## src/inc/fst_defines.svh

```systemverilog
`ifndef FST_DEFINES_SVH
`define FST_DEFINES_SVH

// device clock
`define FST_CLK_PERIOD_PS   100000
// frame-start pulse width, 62.5 ns held in picoseconds
`define FST_START_PULSE_PS  62500
// a longest time rounds down, but never below one cycle
`define FST_START_PULSE_CYC \
   (((`FST_START_PULSE_PS / `FST_CLK_PERIOD_PS) > 0) ? \
    (`FST_START_PULSE_PS / `FST_CLK_PERIOD_PS) : 1)
// width of the pulse counter
`define FST_PULSE_W         4
// default width of the frame counters
`define FST_CNT_W           32

`endif

```

## src/inc/fst_pkg.sv

```systemverilog
package fst_pkg;

   // acquisition control mode
   typedef enum logic [1:0] {
      FST_MODE_FREE,
      FST_MODE_EXT,
      FST_MODE_INT,
      FST_MODE_RSVD
   } fst_mode_e;

   // frame sequencer state
   typedef enum logic [1:0] {
      FST_ST_IDLE,
      FST_ST_READ,
      FST_ST_DELAY
   } fst_state_e;

endpackage : fst_pkg

```

## src/hdl/fst_frame_ctrl.sv

```systemverilog
`timescale 1ns/100ps
`include "fst_defines.svh"
// Functional notes
// three modes; free running is default and streams frames back to back
// external trigger starts one frame; triggers ignored until frame time elapses
// triggered frame period is the longer of frame time and trigger period; the code waits for the first trigger after the frame ends
// no frame is ever shorter than the timing-0 readout
// grabber makes periodic triggers, up to 5 s, 1 us resolution
// grabber frame-sync pulses handled exactly like external triggers
// external trigger is a 20 us active-low pulse
// triggers accepted from direct input and from grabber frame-sync line
// triggers act only while a trigger mode is selected
// each frame start gives a 62.5 ns active-low frame-start pulse; the code gives one 100 ns clock cycle
// longer timings: timing-0 readout then delay of the remainder, integrating
// timing 0 reads every pixel once per frame, no delay
// split-row variants spend the whole frame on readout
// operator keeps integration time below the trigger period
// entering internal trigger mode aborts the frame and waits idle
// trigger inputs synchronised, recognised on the falling edge

module fst_frame_ctrl
   import fst_pkg::*;
#(
   parameter int CNT_W = `FST_CNT_W
)
(
   // clock and reset
   input  wire logic             clk,
   input  wire logic             sys_rst,
   // mode and timing selection
   input  wire fst_mode_e        mode_sel,
   input  wire logic [CNT_W-1:0] readout_cycles,
   input  wire logic [CNT_W-1:0] frame_cycles,
   input  wire logic             split_rows,
   // trigger pins
   input  wire logic             ext_trigger_in_n,
   input  wire logic             grabber_frame_sync_n,
   // frame status
   output      logic             frame_start_pulse_n,
   output      logic             readout_active,
   output      logic             integrating
);

   localparam logic [`FST_PULSE_W-1:0] PULSE_CYC = `FST_PULSE_W'(`FST_START_PULSE_CYC);

   if (CNT_W < 2 || CNT_W > 32) begin : g_bad_width
      $error("fst_frame_ctrl: CNT_W must lie in 2..32");
   end

   typedef struct packed {
      fst_state_e              st;
      fst_mode_e               mode;
      logic [CNT_W-1:0]        cnt;
      logic [CNT_W-1:0]        flen;
      logic [CNT_W-1:0]        rlen;
      logic [`FST_PULSE_W-1:0] pulse_left;
      logic                    pulse_n;
      logic                    readout;
      logic                    integ;
   } fst_ctrl_s;

   fst_ctrl_s q;
   fst_ctrl_s d;

   logic ext_fall;
   logic grab_fall;
   logic trig;
   logic trig_mode;
   logic fend;
   logic start;
   logic [CNT_W-1:0] rd_len;
   logic [CNT_W-1:0] eff_len;

   function automatic logic [CNT_W-1:0] fst_max(input logic [CNT_W-1:0] a,
                                                input logic [CNT_W-1:0] b);
      fst_max = (a > b) ? a : b;
   endfunction : fst_max

   fst_trig_sync u_ext_sync (
      .clk       (clk),
      .sys_rst   (sys_rst),
      .ext_trigger_in_n_n (ext_trigger_in_n),
      .trig_fall (ext_fall)
   );

   fst_trig_sync u_grab_sync (
      .clk       (clk),
      .sys_rst   (sys_rst),
      .ext_trigger_in_n_n (grabber_frame_sync_n),
      .trig_fall (grab_fall)
   );

   always_comb begin
      d         = q;
      start     = 1'b0;
      trig      = ext_fall || grab_fall;
      trig_mode = (mode_sel == FST_MODE_EXT) || (mode_sel == FST_MODE_INT);
      // a zero readout setting would stall the counter, so one cycle is the floor
      rd_len    = fst_max(readout_cycles, CNT_W'(1));
      eff_len   = fst_max(frame_cycles, rd_len);
      fend      = (q.st != FST_ST_IDLE) && (q.cnt == q.flen - 1'b1);
      if (mode_sel == FST_MODE_INT && q.mode != FST_MODE_INT) begin
         d.st  = FST_ST_IDLE;
         d.cnt = '0;
      end else begin
         unique case (q.st)
            FST_ST_IDLE: begin
               if (mode_sel == FST_MODE_FREE || mode_sel == FST_MODE_RSVD) begin
                  start = 1'b1;
               end else if (trig && trig_mode) begin
                  start = 1'b1;
               end
            end
            FST_ST_READ, FST_ST_DELAY: begin
               // triggers inside a frame fall through here unused
               d.cnt = q.cnt + 1'b1;
               if (q.st == FST_ST_READ && q.cnt == q.rlen - 1'b1) begin
                  d.st = FST_ST_DELAY;
               end
               if (fend) begin
                  if (trig_mode) begin
                     d.st = FST_ST_IDLE;
                  end else begin
                     start = 1'b1;
                  end
               end
            end
            default: begin
               d.st = FST_ST_IDLE;
            end
         endcase
      end
      if (start) begin
         d.st         = FST_ST_READ;
         d.cnt        = '0;
         d.flen       = eff_len;
         d.rlen       = split_rows ? eff_len : rd_len;
         d.pulse_left = PULSE_CYC;
      end else if (q.pulse_left != '0) begin
         d.pulse_left = q.pulse_left - 1'b1;
      end
      d.mode    = mode_sel;
      d.pulse_n = (d.pulse_left == '0);
      d.readout = (d.st == FST_ST_READ);
      d.integ   = (d.st == FST_ST_DELAY);
   end

   always_ff @(posedge clk) begin
      if (sys_rst) begin
         q <= '{st: FST_ST_IDLE, mode: FST_MODE_FREE, cnt: '0, flen: '0, rlen: '0,
                pulse_left: '0, pulse_n: 1'b1, readout: 1'b0, integ: 1'b0};
      end else begin
         q <= d;
      end
   end

   assign frame_start_pulse_n = q.pulse_n;
   assign readout_active      = q.readout;
   assign integrating         = q.integ;
endmodule : fst_frame_ctrl

```

## src/hdl/fst_trig_sync.sv

```systemverilog
`timescale 1ns/100ps

module fst_trig_sync
   import fst_pkg::*;
(
   // clock and reset
   input  wire logic clk,
   input  wire logic sys_rst,
   // asynchronous active-low trigger
   input  wire logic ext_trigger_in_n_n,
   // one-cycle falling edge
   output      logic trig_fall
);

   typedef struct packed {
      logic s1;
      logic s2;
      logic s3;
      logic lvl;
      logic fall;
   } fst_sync_s;

   fst_sync_s q;
   fst_sync_s d;

   always_comb begin
      d      = q;
      d.s1   = ext_trigger_in_n_n;
      d.s2   = q.s1;
      d.s3   = q.s2;
      d.fall = 1'b0;
      // level only moves once the second and third stage agree
      if (q.s2 == q.s3) begin
         d.lvl  = q.s3;
         d.fall = q.lvl && !q.s3;
      end
   end

   always_ff @(posedge clk) begin
      if (sys_rst) begin
         q <= '{s1: 1'b1, s2: 1'b1, s3: 1'b1, lvl: 1'b1, fall: 1'b0};
      end else begin
         q <= d;
      end
   end

   assign trig_fall = q.fall;
endmodule : fst_trig_sync

```

## config.mk

```make
export PLATFORM = sky130hd
export DESIGN_NAME = fst_frame_ctrl
export DESIGN_NICKNAME = d
export VERILOG_FILES = /design/src/inc/fst_pkg.sv /design/src/hdl/fst_frame_ctrl.sv /design/src/hdl/fst_trig_sync.sv
export VERILOG_INCLUDE_DIRS = /design/src /design/src/inc
export SDC_FILE = /design/constraint.sdc
export NUM_CORES = 1
export LEC_CHECK = 0
export BUFFER_PORTS_ARGS = -buffer_cell sky130_fd_sc_hd__buf_4
export CAP_MARGIN = 20
export CORE_ASPECT_RATIO = 1.4
export CORE_UTILIZATION = 30
export DETAILED_ROUTE_END_ITERATION = 10
export PLACE_DENSITY = 0.5
export SLEW_MARGIN = 25
export SYNTH_ARGS = -nofsm -noshare
export SYNTH_HDL_FRONTEND = slang
export SYNTH_SLANG_ARGS = --single-unit
```

## constraint.sdc

```tcl
create_clock -name clk -period 6.3 [get_ports clk]
set_clock_uncertainty 0.15 [all_clocks]
set_input_delay 0.315 -clock clk [delete_from_list [all_inputs] [get_ports clk]]
set_output_delay 0.315 -clock clk [all_outputs]
set_load 0.05 [all_outputs]
```

## Word level (Yosys, flattened, before mapping)

Index checks and enable logic that the tools add are counted.

- Register bits after elaboration: 117
- Bits in latches: 0
- RAM bits: 0
- ROM bits: 0
- Bits of input ports: 71
- Output and inout port bits: 3
- Memories: 0

- Add/sub/neg operators: 4
- Multiply operators: 0
- Div/mod/pow operators: 0
- Magnitude comparators: 2
- Equality and inequality tests: 12
- Shift operators: 0
- Multiplexer cells: 17
- Bitwise gates (word level): 2
- Reductions and logical operators: 20

Operators with widths:

| cell | count |
|---|---|
| two-way mux 32 bit | 3 |
| equality test 32 bit | 2 |
| subtractor 32 x 1 -> 32 bit, second input constant | 2 |
| adder 32 x 1 -> 32 bit, second input constant | 1 |
| > comparator 32 x 1 -> 1 bit, second input constant | 1 |
| > comparator 32 bit | 1 |
| two-way mux 2 bit | 5 |
| equality test 2 bit, second input constant | 4 |
| two-way mux 4 bit | 2 |
| equality test 2 x 1 -> 1 bit, second input constant | 3 |
| logical AND 1 bit | 6 |
| OR reduction 2 bit | 3 |
| two-way mux 1 bit | 5 |
| logical NOT 2 bit | 2 |
| logical NOT 4 bit | 1 |
| one-hot mux 2 bit (2 select lines) | 1 |
| nonzero test 4 bit | 1 |
| subtractor 4 x 1 -> 4 bit, second input constant | 1 |
| logical OR 1 bit | 3 |
| OR reduction 3 bit | 1 |
| equality test 1 bit | 2 |
| logical NOT 1 bit | 2 |
| != test 2 bit, second input constant | 1 |
| inverter 1 bit | 2 |
| 2 further kinds | 2 |

## Logic depth before layout (Yosys ltp)

Gate-level depths: netlist of the first run.

- Word-level depth: 10
- Mapped depth: 13

## Hierarchy

From an unflattened synthesis of the first run, not the netlist that was laid out.

- Cell total of the unflattened synthesis: 1165
- Area total of the unflattened synthesis: 9097.5 µm²

Modules (own cells, without submodules):

| module | times used | cells each | area an instance (µm²) |
|---|---|---|---|
| fst_frame_ctrl | 1 | 1141 | 8797.2 |
| fst_trig_sync | 2 | 12 | 150.1 |

## Worst setup path after synthesis of the first run

No wires, ideal clock.

- Path type: reg2reg
- Start point: register q[49] in the netlist's numbering
- End point: register q[35] in the netlist's numbering
- Arrival time: 3265 ps
- Path slack: 2748 ps
- Cell stages (with the launch flop): 13
- Clock period less this slack: 3552 ps
- Cells stage by stage: dfxtp_1 > or4_1 > buf_2 > or4_4 > or2_4 > o41ai_2 > nand4_1 > nor4b_4 > a31oi_1 > nor2_1 > buf_4 > buf_4 > a211oi_1

- Longest elaborated chain between the ends: 6

RTL lines:

| item | RTL line | text |
|---|---|---|
| from (decl) | fst_frame_ctrl.sv:62 | `fst_ctrl_s q;` |
| from (signal assigned) | fst_frame_ctrl.sv:150 | `q <= '{st: FST_ST_IDLE, mode: FST_MODE_FREE, cnt: '0, flen: '0, rlen: '0,` |
| subtractor 32 x 1 -> 32 bit | fst_frame_ctrl.sv:101 | `fend = (q.st != FST_ST_IDLE) && (q.cnt == q.flen - 1'b1);` |
| equality test 32 bit | fst_frame_ctrl.sv:101 |  |
| logical AND 1 bit | fst_frame_ctrl.sv:101 |  |
| two-way mux 1 bit | fst_frame_ctrl.sv:120 | `if (fend) begin` |
| one-hot mux 1 bit (2 select lines) | fst_frame_ctrl.sv:106 | `unique case (q.st)` |
| two-way mux 1 bit | fst_frame_ctrl.sv:102 | `if (mode_sel == FST_MODE_INT && q.mode != FST_MODE_INT) begin` |

Every way passes these cells.
A chain may end at the register's enable or synchronous reset.

## Worst setup path after layout of the first run

- Start point: register q[39] in the netlist's numbering
- End point: register q[46] in the netlist's numbering

Same word-level chain as after synthesis.

==> results of run 1 <==
power groups by stage:
stage               sequential [mW]  clock (mW)  combinational, mW
global route                  0.932        1.04              0.928
floorplan                     0.892           0              0.622
global placement              0.934           0              0.834
CTS                           0.919        1.02              0.840
detailed placement            0.934           0              0.836
finish                        0.920       0.990              0.837
per-stage QoR:
step	power (mW)	cell area (µm²)
floorplan	1.51	8520
global placement	1.77	9300
detailed placement	1.77	9300
CTS	2.78	9950
global route	2.90	9950
finish	2.75	9950
cells by family (layout without fill, tap and decap cells):
| logic type | count (synthesis) | in the layout |
|---|---|---|
| AOI/OAI and AO/OA | 251 | 251 |
| DFF | 117 | 117 |
| xor gates and xnor gates | 110 | 110 |
| and+or+nand+nor | 330 | 330 |
| adders and majority gates | 40 | 40 |
| muxes | 70 | 70 |
| buffers and inverters | 128 | 177 |
placed cells by master, fill, tap and decap left out, types with 4 or more instances in the layout:
| master | synthesis | layout |
|---|---|---|
| a21oi_1 | 85 | 85 |
| or3_1 | 19 | 19 |
| nor2_1 | 80 | 77 |
| o31ai_1 | 6 | 6 |
| a31oi_1 | 10 | 10 |
| xnor2_1 | 61 | 61 |
| or2_2 | 15 | 15 |
| nor3_1 | 34 | 34 |
| or4_1 | 10 | 10 |
| xor2_1 | 49 | 49 |
| nor4_1 | 31 | 31 |
| mux2i_1 | 69 | 69 |
| nor3b_1 | 5 | 5 |
| a2111oi_0 | 4 | 4 |
| nand2_1 | 36 | 36 |
| nand4_1 | 31 | 31 |
| inv_1 | 57 | 57 |
| and3_1 | 8 | 8 |
| buf_4 | 5 | 84 |
| nor2b_1 | 8 | 8 |
| clkbuf_16 | 0 | 17 |
| dfxtp_1 | 117 | 117 |
| nand4b_1 | 4 | 4 |
| nand3_1 | 24 | 24 |
| nor4b_1 | 4 | 4 |
| o21a_1 | 5 | 5 |
| a31o_2 | 4 | 5 |
| ha_1 | 40 | 40 |
| dlygate4sd3_1 | 0 | 4 |
| a211oi_1 | 64 | 64 |
| a21o_1 | 16 | 16 |
| o211ai_1 | 4 | 4 |
| o21ai_0 | 24 | 24 |
sequential cells by signal, indices dropped and copies added (netlist names):
signal / count
frame_start_pulse_n: 1
integrating: 1
q: 104
readout_active: 1
u_ext_sync.d: 2
u_ext_sync.q: 2
u_ext_sync.trig_fall: 1
u_grab_sync.d: 2
u_grab_sync.q: 2
u_grab_sync.trig_fall: 1
area by class of cell:
type	count	area, µm²	share of cell area [%]
clock buffer	17	425	4.28
inverter	57	214	2.15
sequential	117	2340	23.5
timing repair buffer	88	671	6.74
clock inverter	15	180	1.81
multi-input combinational	801	5650	56.8
tap	370	463	4.65
final timing paths:
kind              slack (ns)               end
setup / recovery        1.73             q[46]
hold / removal          0.10             q[30]
setup reg to reg        1.73             q[46]
hold reg to reg         0.26  u_grab_sync.d[2]
layer usage:
layer | part of all wire (%) | wire, µm | up-vias | GRT usage [%]
met5 | 0 | 0 | - | 0
met4 | 2.9 | 797 | 0 | 8.83
met3 | 1.9 | 518 | 32 | 2.57
met2 | 53 | 14400 | 131 | 35.2
met1 | 42 | 11600 | 3657 | 22.9
li1 | - | - | 3893 | -
tightest hold or removal path, delay by kind of cell:
family / cells / cell delay, ns
buf+inv: 1 / 0.12
compound gates: 1 / 0.08
mux: 1 / 0.12
==> flow_summary.toml, run 1 <==
[hold_path]
hold_class = "in -> reg"
hp-start = "frame_cycles[23]"
min_path_cells = 3

[synthesis]
synth_edf_count = 0
synth_top_area_share_pct = 27.5
synth_area_mm2 = 0.00852
ys_types = 68
synth_xor_area_share_pct = 11.3
synth_top_area_cell = "dfxtp_1"
async_flop_share_pct = 0
yosys_warnings = 0
ys_seq_area_share_pct = 27.5
synth_area_leaders = "dfxtp_1 (27%), mux2i_1 (8.1%), xnor2_1 (6.3%), ha_1 (5.9%), a211oi_1 (5.6%)"
ys_seq_elements = 117
synthTopCellsByCount = "dfxtp_1 (117), a21oi_1 (85), nor2_1 (80)"
synth_compound_area_share_pct = 19.3
syn_inst = 1046
postSynthAreaPerCell_um2 = 8.14
yosys.area_share.simple_pct = 21.2
synth.most_common_cell = "dfxtp_1"
synth_top_family_by_area = "simple AND/OR/NAND/NOR gates"
synth_flop_cell = "dfxtp_1"
synthAdderAreaFrac_pct = 5.88
synth_mux_area_share_pct = 8.24
syn-num-nets = 1157

[clock_network]
cts_root_buffer = "clkbuf_16"
cts_resized = 0
htreeDepth = 4
cts.path.max_buffers = 2
cts_tree = "done"
postCtsSetupBuffers = 0
cts.sinks = 117
cts_buffers = 17
cts_hold_buf = 4
clk_pin_slew_ns = 0.06
clock_latency_ns = 0.43

[cells_and_area]
layoutNonFillerInstCount = 1465
drive_gt1_share_pct = 14.0
utilization_pct = 35.9
nNetsFinal = 1193
antennaDiodeCount = 0
fillers = 3007
area.growth.synth_to_final_pct = 16.8

[pwr]
p_comb_share_pct = 30.5
p_seq_share_pct = 33.5
power_density_mw_per_mm2 = 276
p_leak_nw = 4.04
vdd_drop_max_mv = 0.200
p_int_mw = 1.79
clkPwrFrac_pct = 36.0
power.switching_mw = 0.962
switching_share_pct = 35.0

[global_route]
grt_util_all_layers_pct = 19.7
antenna_found_initial = 0
grt_max_degree = 82
grt_pass1_vias = 7695
grt_pass1_wl_mm = 43.0
overflow = 0

[outcome]
status = "finished, final reports clean"

[sta]
timing.final.ws_setup_ns = 1.73
whs_ns = 0.105
slew_violations = 0
finalSetupViolCount = 0
slew_headroom_pct = 25.3
min_period_over_period_pct = 72.5
fmax_mhz = 219
post-route-min-period_ns = 4.57
finalSetupTns_ns = 0
worst_slew_pin_slew_ns = 1.10
rsz0062_at_grt = "false"
hold_viol = 0

[placement]
place.gp.congestion = 0.888
dp.cells = 1429
place.port_buffers = 73
hpwl_mm = 21.8
dp_slack_ns = 1.75

[setup_path]
path_cells = "inv_1, ha_1, nor3b_1, nand3_1, or3_1, xnor2_1, nand4b_1, nor3_1, a31oi_1, nor2_4, buf_4, a211oi_1"
worst-setup-path-type = "reg -> reg"
r2r-start = "q[39]"
cp.depth = 12
arrival_ns = 4.68
cp_top_family = "simple AND/OR/NAND/NOR gates"
cp_num_buf_inv = 2
slowest_delay_ns = 0.62
reg2reg_depth = 12
critPathLaunch = "q[39]"
crit_required_ns = 6.41
crit_slowest_cell = "nor2_4"
cp-start-kind = "flop"
worstPathMaxFanout = 28
cp-end-kind = "flop"

[routing]
drt_first_pass_iters = 5
drc = 0
drt-initial-drc-count = 392
ant_nets = 0
routed_wl_mm = 27.3
avgViaCountPerCell = 5.26
vias = 7713
wl_per_cell_um = 18.6

[flow_run]
drv_cap = 0

[floorplanning]
pin_count = 74
initial_core_util_pct = 30.7
rows = 72
dieArea_mm2 = 0.0291
fp.dieW_um = 144
coreArea_mm2 = 0.0277
die_h_um = 201
Power figures use the tool's default switching activity.
==> run 2: changes to the inputs <==
--- a/config.mk
+++ b/config.mk
@@ -6,12 +6,13 @@
 export SDC_FILE = /design/constraint.sdc
 export NUM_CORES = 1
 export LEC_CHECK = 0
+export ABC_AREA = 1
 export BUFFER_PORTS_ARGS = -buffer_cell sky130_fd_sc_hd__buf_4
 export CAP_MARGIN = 20
 export CORE_ASPECT_RATIO = 1.4
 export CORE_UTILIZATION = 30
 export DETAILED_ROUTE_END_ITERATION = 10
-export PLACE_DENSITY = 0.5
+export PLACE_DENSITY = 0.51
 export SLEW_MARGIN = 25
 export SYNTH_ARGS = -nofsm -noshare
 export SYNTH_HDL_FRONTEND = slang
==> constraint.sdc (replaced) <==
create_clock -name clk -period 3.8 [get_ports clk]
set_clock_uncertainty 0.15 [all_clocks]
set_input_delay 0.19 -clock clk [delete_from_list [all_inputs] [get_ports clk]]
set_output_delay 0.19 -clock clk [all_outputs]
set_load 0.05 [all_outputs]
==> run 2 against run 1 <==
Effect of this change: the run now ends with DRC left; largest power group unchanged; clock power grew 76%; die area grew 6.6%; sequential power grew 61%; cell count grew 28%; sequential share of layout area shrank 2.0 points; critical endpoint is now q[15].
==> flow_summary.toml, run 2 <==
[outcome]
status = "finished with violations"
violations = "DRC"

[sta]
post-route-min-period_ns = 3.35
worst_slew_pin_slew_ns = 1.01
min_period_over_period_pct = 88.1
hold_viol = 0
fmax_mhz = 299
slew_headroom_pct = 32.5
finalSetupTns_ns = 0
finalSetupViolCount = 0
rsz0062_at_grt = "false"
slew_violations = 0
whs_ns = 0.00797

[synthesis]
synth_area_mm2 = 0.00909
synth_area_leaders = "dfxtp_1 (26%), nand2_1 (15%), nor2_1 (9.6%), xor2_1 (6.6%), ha_1 (5.5%)"
synth_top_area_cell = "dfxtp_1"
synth_top_area_share_pct = 25.8
syn_inst = 1403
synthTopCellsByCount = "nand2_1 (360), nor2_1 (232), inv_1 (133)"
yosys_warnings = 0
synth.most_common_cell = "nand2_1"
syn-num-nets = 1514
postSynthAreaPerCell_um2 = 6.48
synth_edf_count = 0
ys_seq_area_share_pct = 25.8
async_flop_share_pct = 0
ys_seq_elements = 117
synth_flop_cell = "dfxtp_1"
ys_types = 44

[clock_network]
cts.sinks = 117
cts.path.max_buffers = 2
cts_root_buffer = "clkbuf_16"
clock_latency_ns = 0.43
cts_tree = "done"
postCtsSetupBuffers = 0
htreeDepth = 4
clk_pin_slew_ns = 0.05
cts_buffers = 17

[cells_and_area]
area.growth.synth_to_final_pct = 19.7
utilization_pct = 36.4
antennaDiodeCount = 0
final_cell_mix = "nand2_1 (360), nor2_1 (232), inv_1 (132)"
final_common_cell = "nand2_1"
regMostFlops = "q"
drive_gt1_share_pct = 12.3
largest_reg_flops = 104
fillers = 3179
nNetsFinal = 1590
final_area_mm2 = 0.0109

[routing]
drt_first_pass_iters = 8
routed-wl-met2_mm = 14.1
vias = 8788
drc = 2
drt-initial-drc-count = 376
ant_nets = 0
wl_met1_mm = 11.6
highest_layer = "met4"
dr_wl_met3_um = 652
wl_per_cell_um = 14.6
routed_wl_mm = 27.5
avgViaCountPerCell = 4.68

[global_route]
overflow = 0
antenna_found_initial = 0
grt_pass1_wl_mm = 44.5
grt_util_all_layers_pct = 18.6
grt_pass1_vias = 8708
grt_max_degree = 58

[setup_path]
path_common_cell = "nor2_1"
cp_num_buf_inv = 5
arrival_ns = 3.51
crit_slowest_cell = "dlygate4sd3_1"
slowest_delay_ns = 0.55
cp-end-kind = "flop"
r2r-start = "q[39]"
reg2reg_setup_slack_ns = 0.59
path_cells = "dlygate4sd3_1, buf_4, nor4_2, nand4_1, nor2_1, nor2_1, inv_1, ha_1, inv_1, a21oi_1, o21a_1, nor2_1, o21ai_0, nand3_1, nand2_1, nand2_1, nand2_1, buf_12, nand2_1, o21ai_0, nor2_1, nor3_1, nor2_1"
cp_top_family = "simple AND/OR/NAND/NOR gates"
reg2reg_to = "q[79]"
worst-setup-path-type = "in -> reg"
cp-start-kind = "primary input"
cp.depth = 23
crit_required_ns = 3.96
worstPathMaxFanout = 33
reg2reg_depth = 19

[floorplanning]
initial_core_util_pct = 30.4
pin_count = 74
fp.dieW_um = 149
die_h_um = 208
rows = 75
coreArea_mm2 = 0.0299
dieArea_mm2 = 0.0310

[hold_path]
hp-start = "split_rows"
min_path_cells = 4
hold_end = "q[15]"
hold_class = "in -> reg"

[pwr]
power_density_mw_per_mm2 = 443
p_leak_nw = 5.10
p_total_mw = 4.83
vdd_drop_max_mv = 0.380

[placement]
place.port_buffers = 73
dpl_cell_area_mm2 = 0.00992
hpwl_mm = 22.4
place.gp.congestion = 0.892

[flow_run]
drv_cap = 0
-- run 2: cell types whose count changed in the layout (fill, tap and decap cells not counted), moves of 52 or more --
cell / previous run / this run
inv_1: 57 / 132
mux2i_1: 69 / 2
nand2_1: 36 / 360
nand3_1: 24 / 76
nor2_1: 77 / 232
a211oi_1: 64 / 0
-- run 2: final cells by class --
cell class | instances | area (µm²) | share of cell area [%]
multi-input combinational | 1089 | 5910 | 54.3
sequential | 117 | 2340 | 21.5
timing repair buffer | 118 | 1010 | 9.24
inverter | 136 | 513 | 4.71
tap | 385 | 482 | 4.42
clock buffer | 22 | 454 | 4.17
clock inverter | 10 | 178 | 1.63
-- run 2: where the power goes --
| group | switching [mW] | internal (mW) |
|---|---|---|
| sequential | 0.142 | 1.34 |
| clock | 0.567 | 1.17 |
| combinational | 1.01 | 0.591 |
| total | 1.72 | 3.11 |
-- run 2: worst max-delay path by stage --
stage	startpoint	endpoint	slack (ns)
global placement	readout_cycles[26]	q[15]	0.39
finish	readout_cycles[27]	q[15]	0.45
detailed placement	readout_cycles[26]	q[15]	0.29
global route	readout_cycles[27]	q[15]	0.11
CTS	readout_cycles[26]	q[15]	0.18
floorplan	q[105]	q[99]	1.28
-- run 2: repair_timing --
action,in CTS,in global routing
hold buffers,33,0
endpoints found under the setup margin,0,10
resized for setup,0,1
endpoints found under the hold margin,30,0
-- run 2: logic make-up (layout without fill, tap and decap cells) --
kind of cell / after synthesis / in the layout / share of synthesized area [%]
flip-flops: 117 / 117 / 25.8
multiplexers: 2 / 2 / 0.220
XOR/XNOR: 109 / 109 / 10.5
AND/OR/NAND/NOR: 783 / 783 / 37.3
AO/OA/AOI/OAI: 155 / 155 / 11.4
buffers and inverters: 197 / 286 / 9.28
adder cells (fa/ha/maj): 40 / 40 / 5.51
-- run 2: stage by stage --
step | cells | setup WS (ns)
4_1_cts | 1877 | 0.178
2_1_floorplan | 1403 | 1.28
3_3_place_gp | 1812 | 0.392
3_5_place_dp | 1812 | 0.287
6_report | 1877 | 0.454
5_1_grt | 1877 | 0.113
-- run 2: metal layers --
layer / track usage, % / vias to the layer above
met4: 10.3 / 0
met2: 33.4 / 162
li1: - / 4636
met3: 1.82 / 44
met5: 0 / -
met1: 21.1 / 3946
-- run 2: tightest hold or removal path, delay by kind of cell --
family        cells  cell delay, ns
buf+inv           1            0.13
simple gates      3            0.23
==> run 3: changes to the inputs <==
--- a/config.mk
+++ b/config.mk
@@ -7,12 +7,13 @@
 export NUM_CORES = 1
 export LEC_CHECK = 0
 export ABC_AREA = 1
-export BUFFER_PORTS_ARGS = -buffer_cell sky130_fd_sc_hd__buf_4
 export CAP_MARGIN = 20
 export CORE_ASPECT_RATIO = 1.4
 export CORE_UTILIZATION = 30
+export CTS_BUF_LIST = sky130_fd_sc_hd__clkbuf_8
 export DETAILED_ROUTE_END_ITERATION = 10
-export PLACE_DENSITY = 0.51
+export DONT_BUFFER_PORTS = 1
+export PLACE_DENSITY = 0.49
 export SLEW_MARGIN = 25
 export SYNTH_ARGS = -nofsm -noshare
 export SYNTH_HDL_FRONTEND = slang
==> run 3 against run 2 <==
Effect of this change: critical path type is now reg -> reg; die area unchanged; clock power decreased by 31%; cell count decreased by 1.5%; power decreased by 11%; critical path depth decreased by 3; the run now ends clean; register-to-register slack got worse by 0.29 ns.
==> flow_summary.toml, run 3 (synthesized netlist as in run 2, its figures left out) <==
[floorplanning]
fp.dieW_um = 149
pin_count = 74
die_h_um = 208
coreArea_mm2 = 0.0299
initial_core_util_pct = 30.4
dieArea_mm2 = 0.0310
rows = 75

[setup_path]
reg2reg_setup_slack_ns = 0.30
slowest_delay_ns = 0.55
reg2reg_to = "q[7]"
path_common_cell = "nand2_1"
arrival_ns = 3.74
worstPathMaxFanout = 57
worst-setup-path-type = "reg -> reg"
cp-start-kind = "flop"
path_cells = "inv_1, ha_1, inv_2, nand2_1, nand3b_1, nor2_1, nand2_1, nor2_1, nand2_1, nor2_1, nand2_1, nor2_2, nand2_2, o21ai_4, nand2_4, inv_4, buf_16, nand3_1, o21ai_1, dlygate4sd3_1"
r2r-start = "q[105]"
cp-end-kind = "flop"
reg2reg_depth = 20
crit_required_ns = 4.04
crit_slowest_cell = "dlygate4sd3_1"

[hold_path]
min_path_cells = 4
hp-start = "frame_cycles[5]"
hold_end = "q[44]"
hold_class = "in -> reg"

[routing]
vias = 8728
ant_nets = 0
drc = 0
drt_first_pass_iters = 5
drt-initial-drc-count = 429
routed_wl_mm = 28.4
avgViaCountPerCell = 4.72
wl_per_cell_um = 15.4

[placement]
dpl_cell_area_mm2 = 0.00935
place.gp.congestion = 0.900
hpwl_mm = 22.4
place.port_buffers = 0

[cells_and_area]
final_area_mm2 = 0.0106
multi_input_area_mm2 = 0.00592
nNetsFinal = 1562
largest_reg_flops = 104
drive_gt1_share_pct = 8.27
seq_area_mm2 = 0.00234
fillers = 3228
antennaDiodeCount = 0
area.growth.synth_to_final_pct = 16.4
final_common_cell = "nand2_1"
final_cell_mix = "nand2_1 (360), nor2_1 (231), inv_1 (132)"
regMostFlops = "q"

[sta]
rsz0062_at_grt = "false"
worst_slew_pin_slew_ns = 0.839
hold_viol = 0
min_period_over_period_pct = 92.1
fmax_mhz = 286
finalSetupTns_ns = 0
finalSetupViolCount = 0
post-route-min-period_ns = 3.50
slew_headroom_pct = 43.6
slew_violations = 0

[global_route]
grt_util_all_layers_pct = 19.3
grt_pass1_vias = 8973
top_usage_layer = "met2"
use_met2_pct = 36.2
grtUsageMet1_pct = 21.6
met3_usage_pct = 2.06
antenna_found_initial = 0
overflow = 0
grt_max_degree = 58
grt_pass1_wl_mm = 46.4

[clock_network]
cts.sinks = 117
cts_buffers = 17
cts_root_buffer = "clkbuf_8"
cts_tree = "done"
htreeDepth = 4
clk_pin_slew_ns = 0.08
clock_latency_ns = 0.46
cts.path.max_buffers = 2

[pwr]
vdd_drop_max_mv = 0.222
p_leak_nw = 4.84
power_density_mw_per_mm2 = 406

[flow_run]
drv_cap = 0

[outcome]
status = "finished, final reports clean"
==> run 3: changes by cell type in the layout (fill, tap and decap cells not counted), sizes merged <==
cell,change
inv,+2
clkinv,+1
clkinvlp,+3
bufinv,-2
dlygate4sd3,+43
clkbuf,-4
buf,-71
==> run 3: how the worst max path moves through the flow <==
stage / slack, ns / from / cells after the start / end
global placement: 0.34 / readout_cycles[26] / 20 / q[68]
detailed placement: 0.21 / readout_cycles[26] / 20 / q[67]
finish: 0.30 / q[105] / 20 / q[7]
floorplan: 1.28 / q[105] / 14 / q[99]
global route: 0.03 / q[39] / 19 / q[15]
CTS: 0.16 / readout_cycles[26] / 21 / q[67]
==> run 3: per-layer routing <==
layer | up-vias | share of wire (%)
met1 | 3926 | 41
met3 | 47 | 2.7
li1 | 4585 | -
met2 | 170 | 52
met5 | - | 0
met4 | 0 | 3.5
==> run 3: repair_timing <==
| action | 4_1_cts | 5_1_grt |
|---|---|---|
| buffers inserted | 0 | 2 |
| setup endpoints to repair | 0 | 33 |
| endpoints found under the hold margin | 83 | 0 |
| hold buffers | 77 | 0 |
| gates resized for setup | 0 | 6 |
==> run 3: cell type report <==
cell class / instances / area share [%]
multi-input combinational: 1089 / 56.0
clock inverter: 14 / 1.53
inverter: 136 / 4.85
timing repair buffer: 90 / 8.61
clock buffer: 18 / 2.34
tap: 385 / 4.55
sequential: 117 / 22.1
==> run 3: power breakdown <==
| part | internal (mW) | switching [mW] | leakage (nW) |
|---|---|---|---|
| Combinational | 0.608 | 0.982 | 3.68 |
| Sequential | 1.34 | 0.167 | 0.958 |
| Clock | 0.658 | 0.541 | 0.202 |
| Total | 2.60 | 1.69 | 4.84 |
==> run 3: metrics by stage <==
step	worst slack [ns]	util [%]	std cells	total power, mW	hold WS (ns)
after global routing	0.0262	35.3	1849	4.61	0.0856
after global placement	0.339	31.2	1738	2.99	0.115
after floorplan	1.28	-	1403	2.64	0.144
after detailed placement	0.205	31.2	1738	3.00	0.116
after CTS	0.160	35.2	1847	4.31	0.0106
final	0.300	35.3	1849	4.29	0.0504
==> run 3: worst max-delay path: cells and delay by family, from the launching register on <==
kind                     cells  cell delay [ns]
AND/OR/NAND/NOR             12             1.22
buffers and inverters        5             1.09
flip-flops                   1             0.36
AO/OA/AOI/OAI                2             0.29
adder cells (fa/ha/maj)      1             0.22
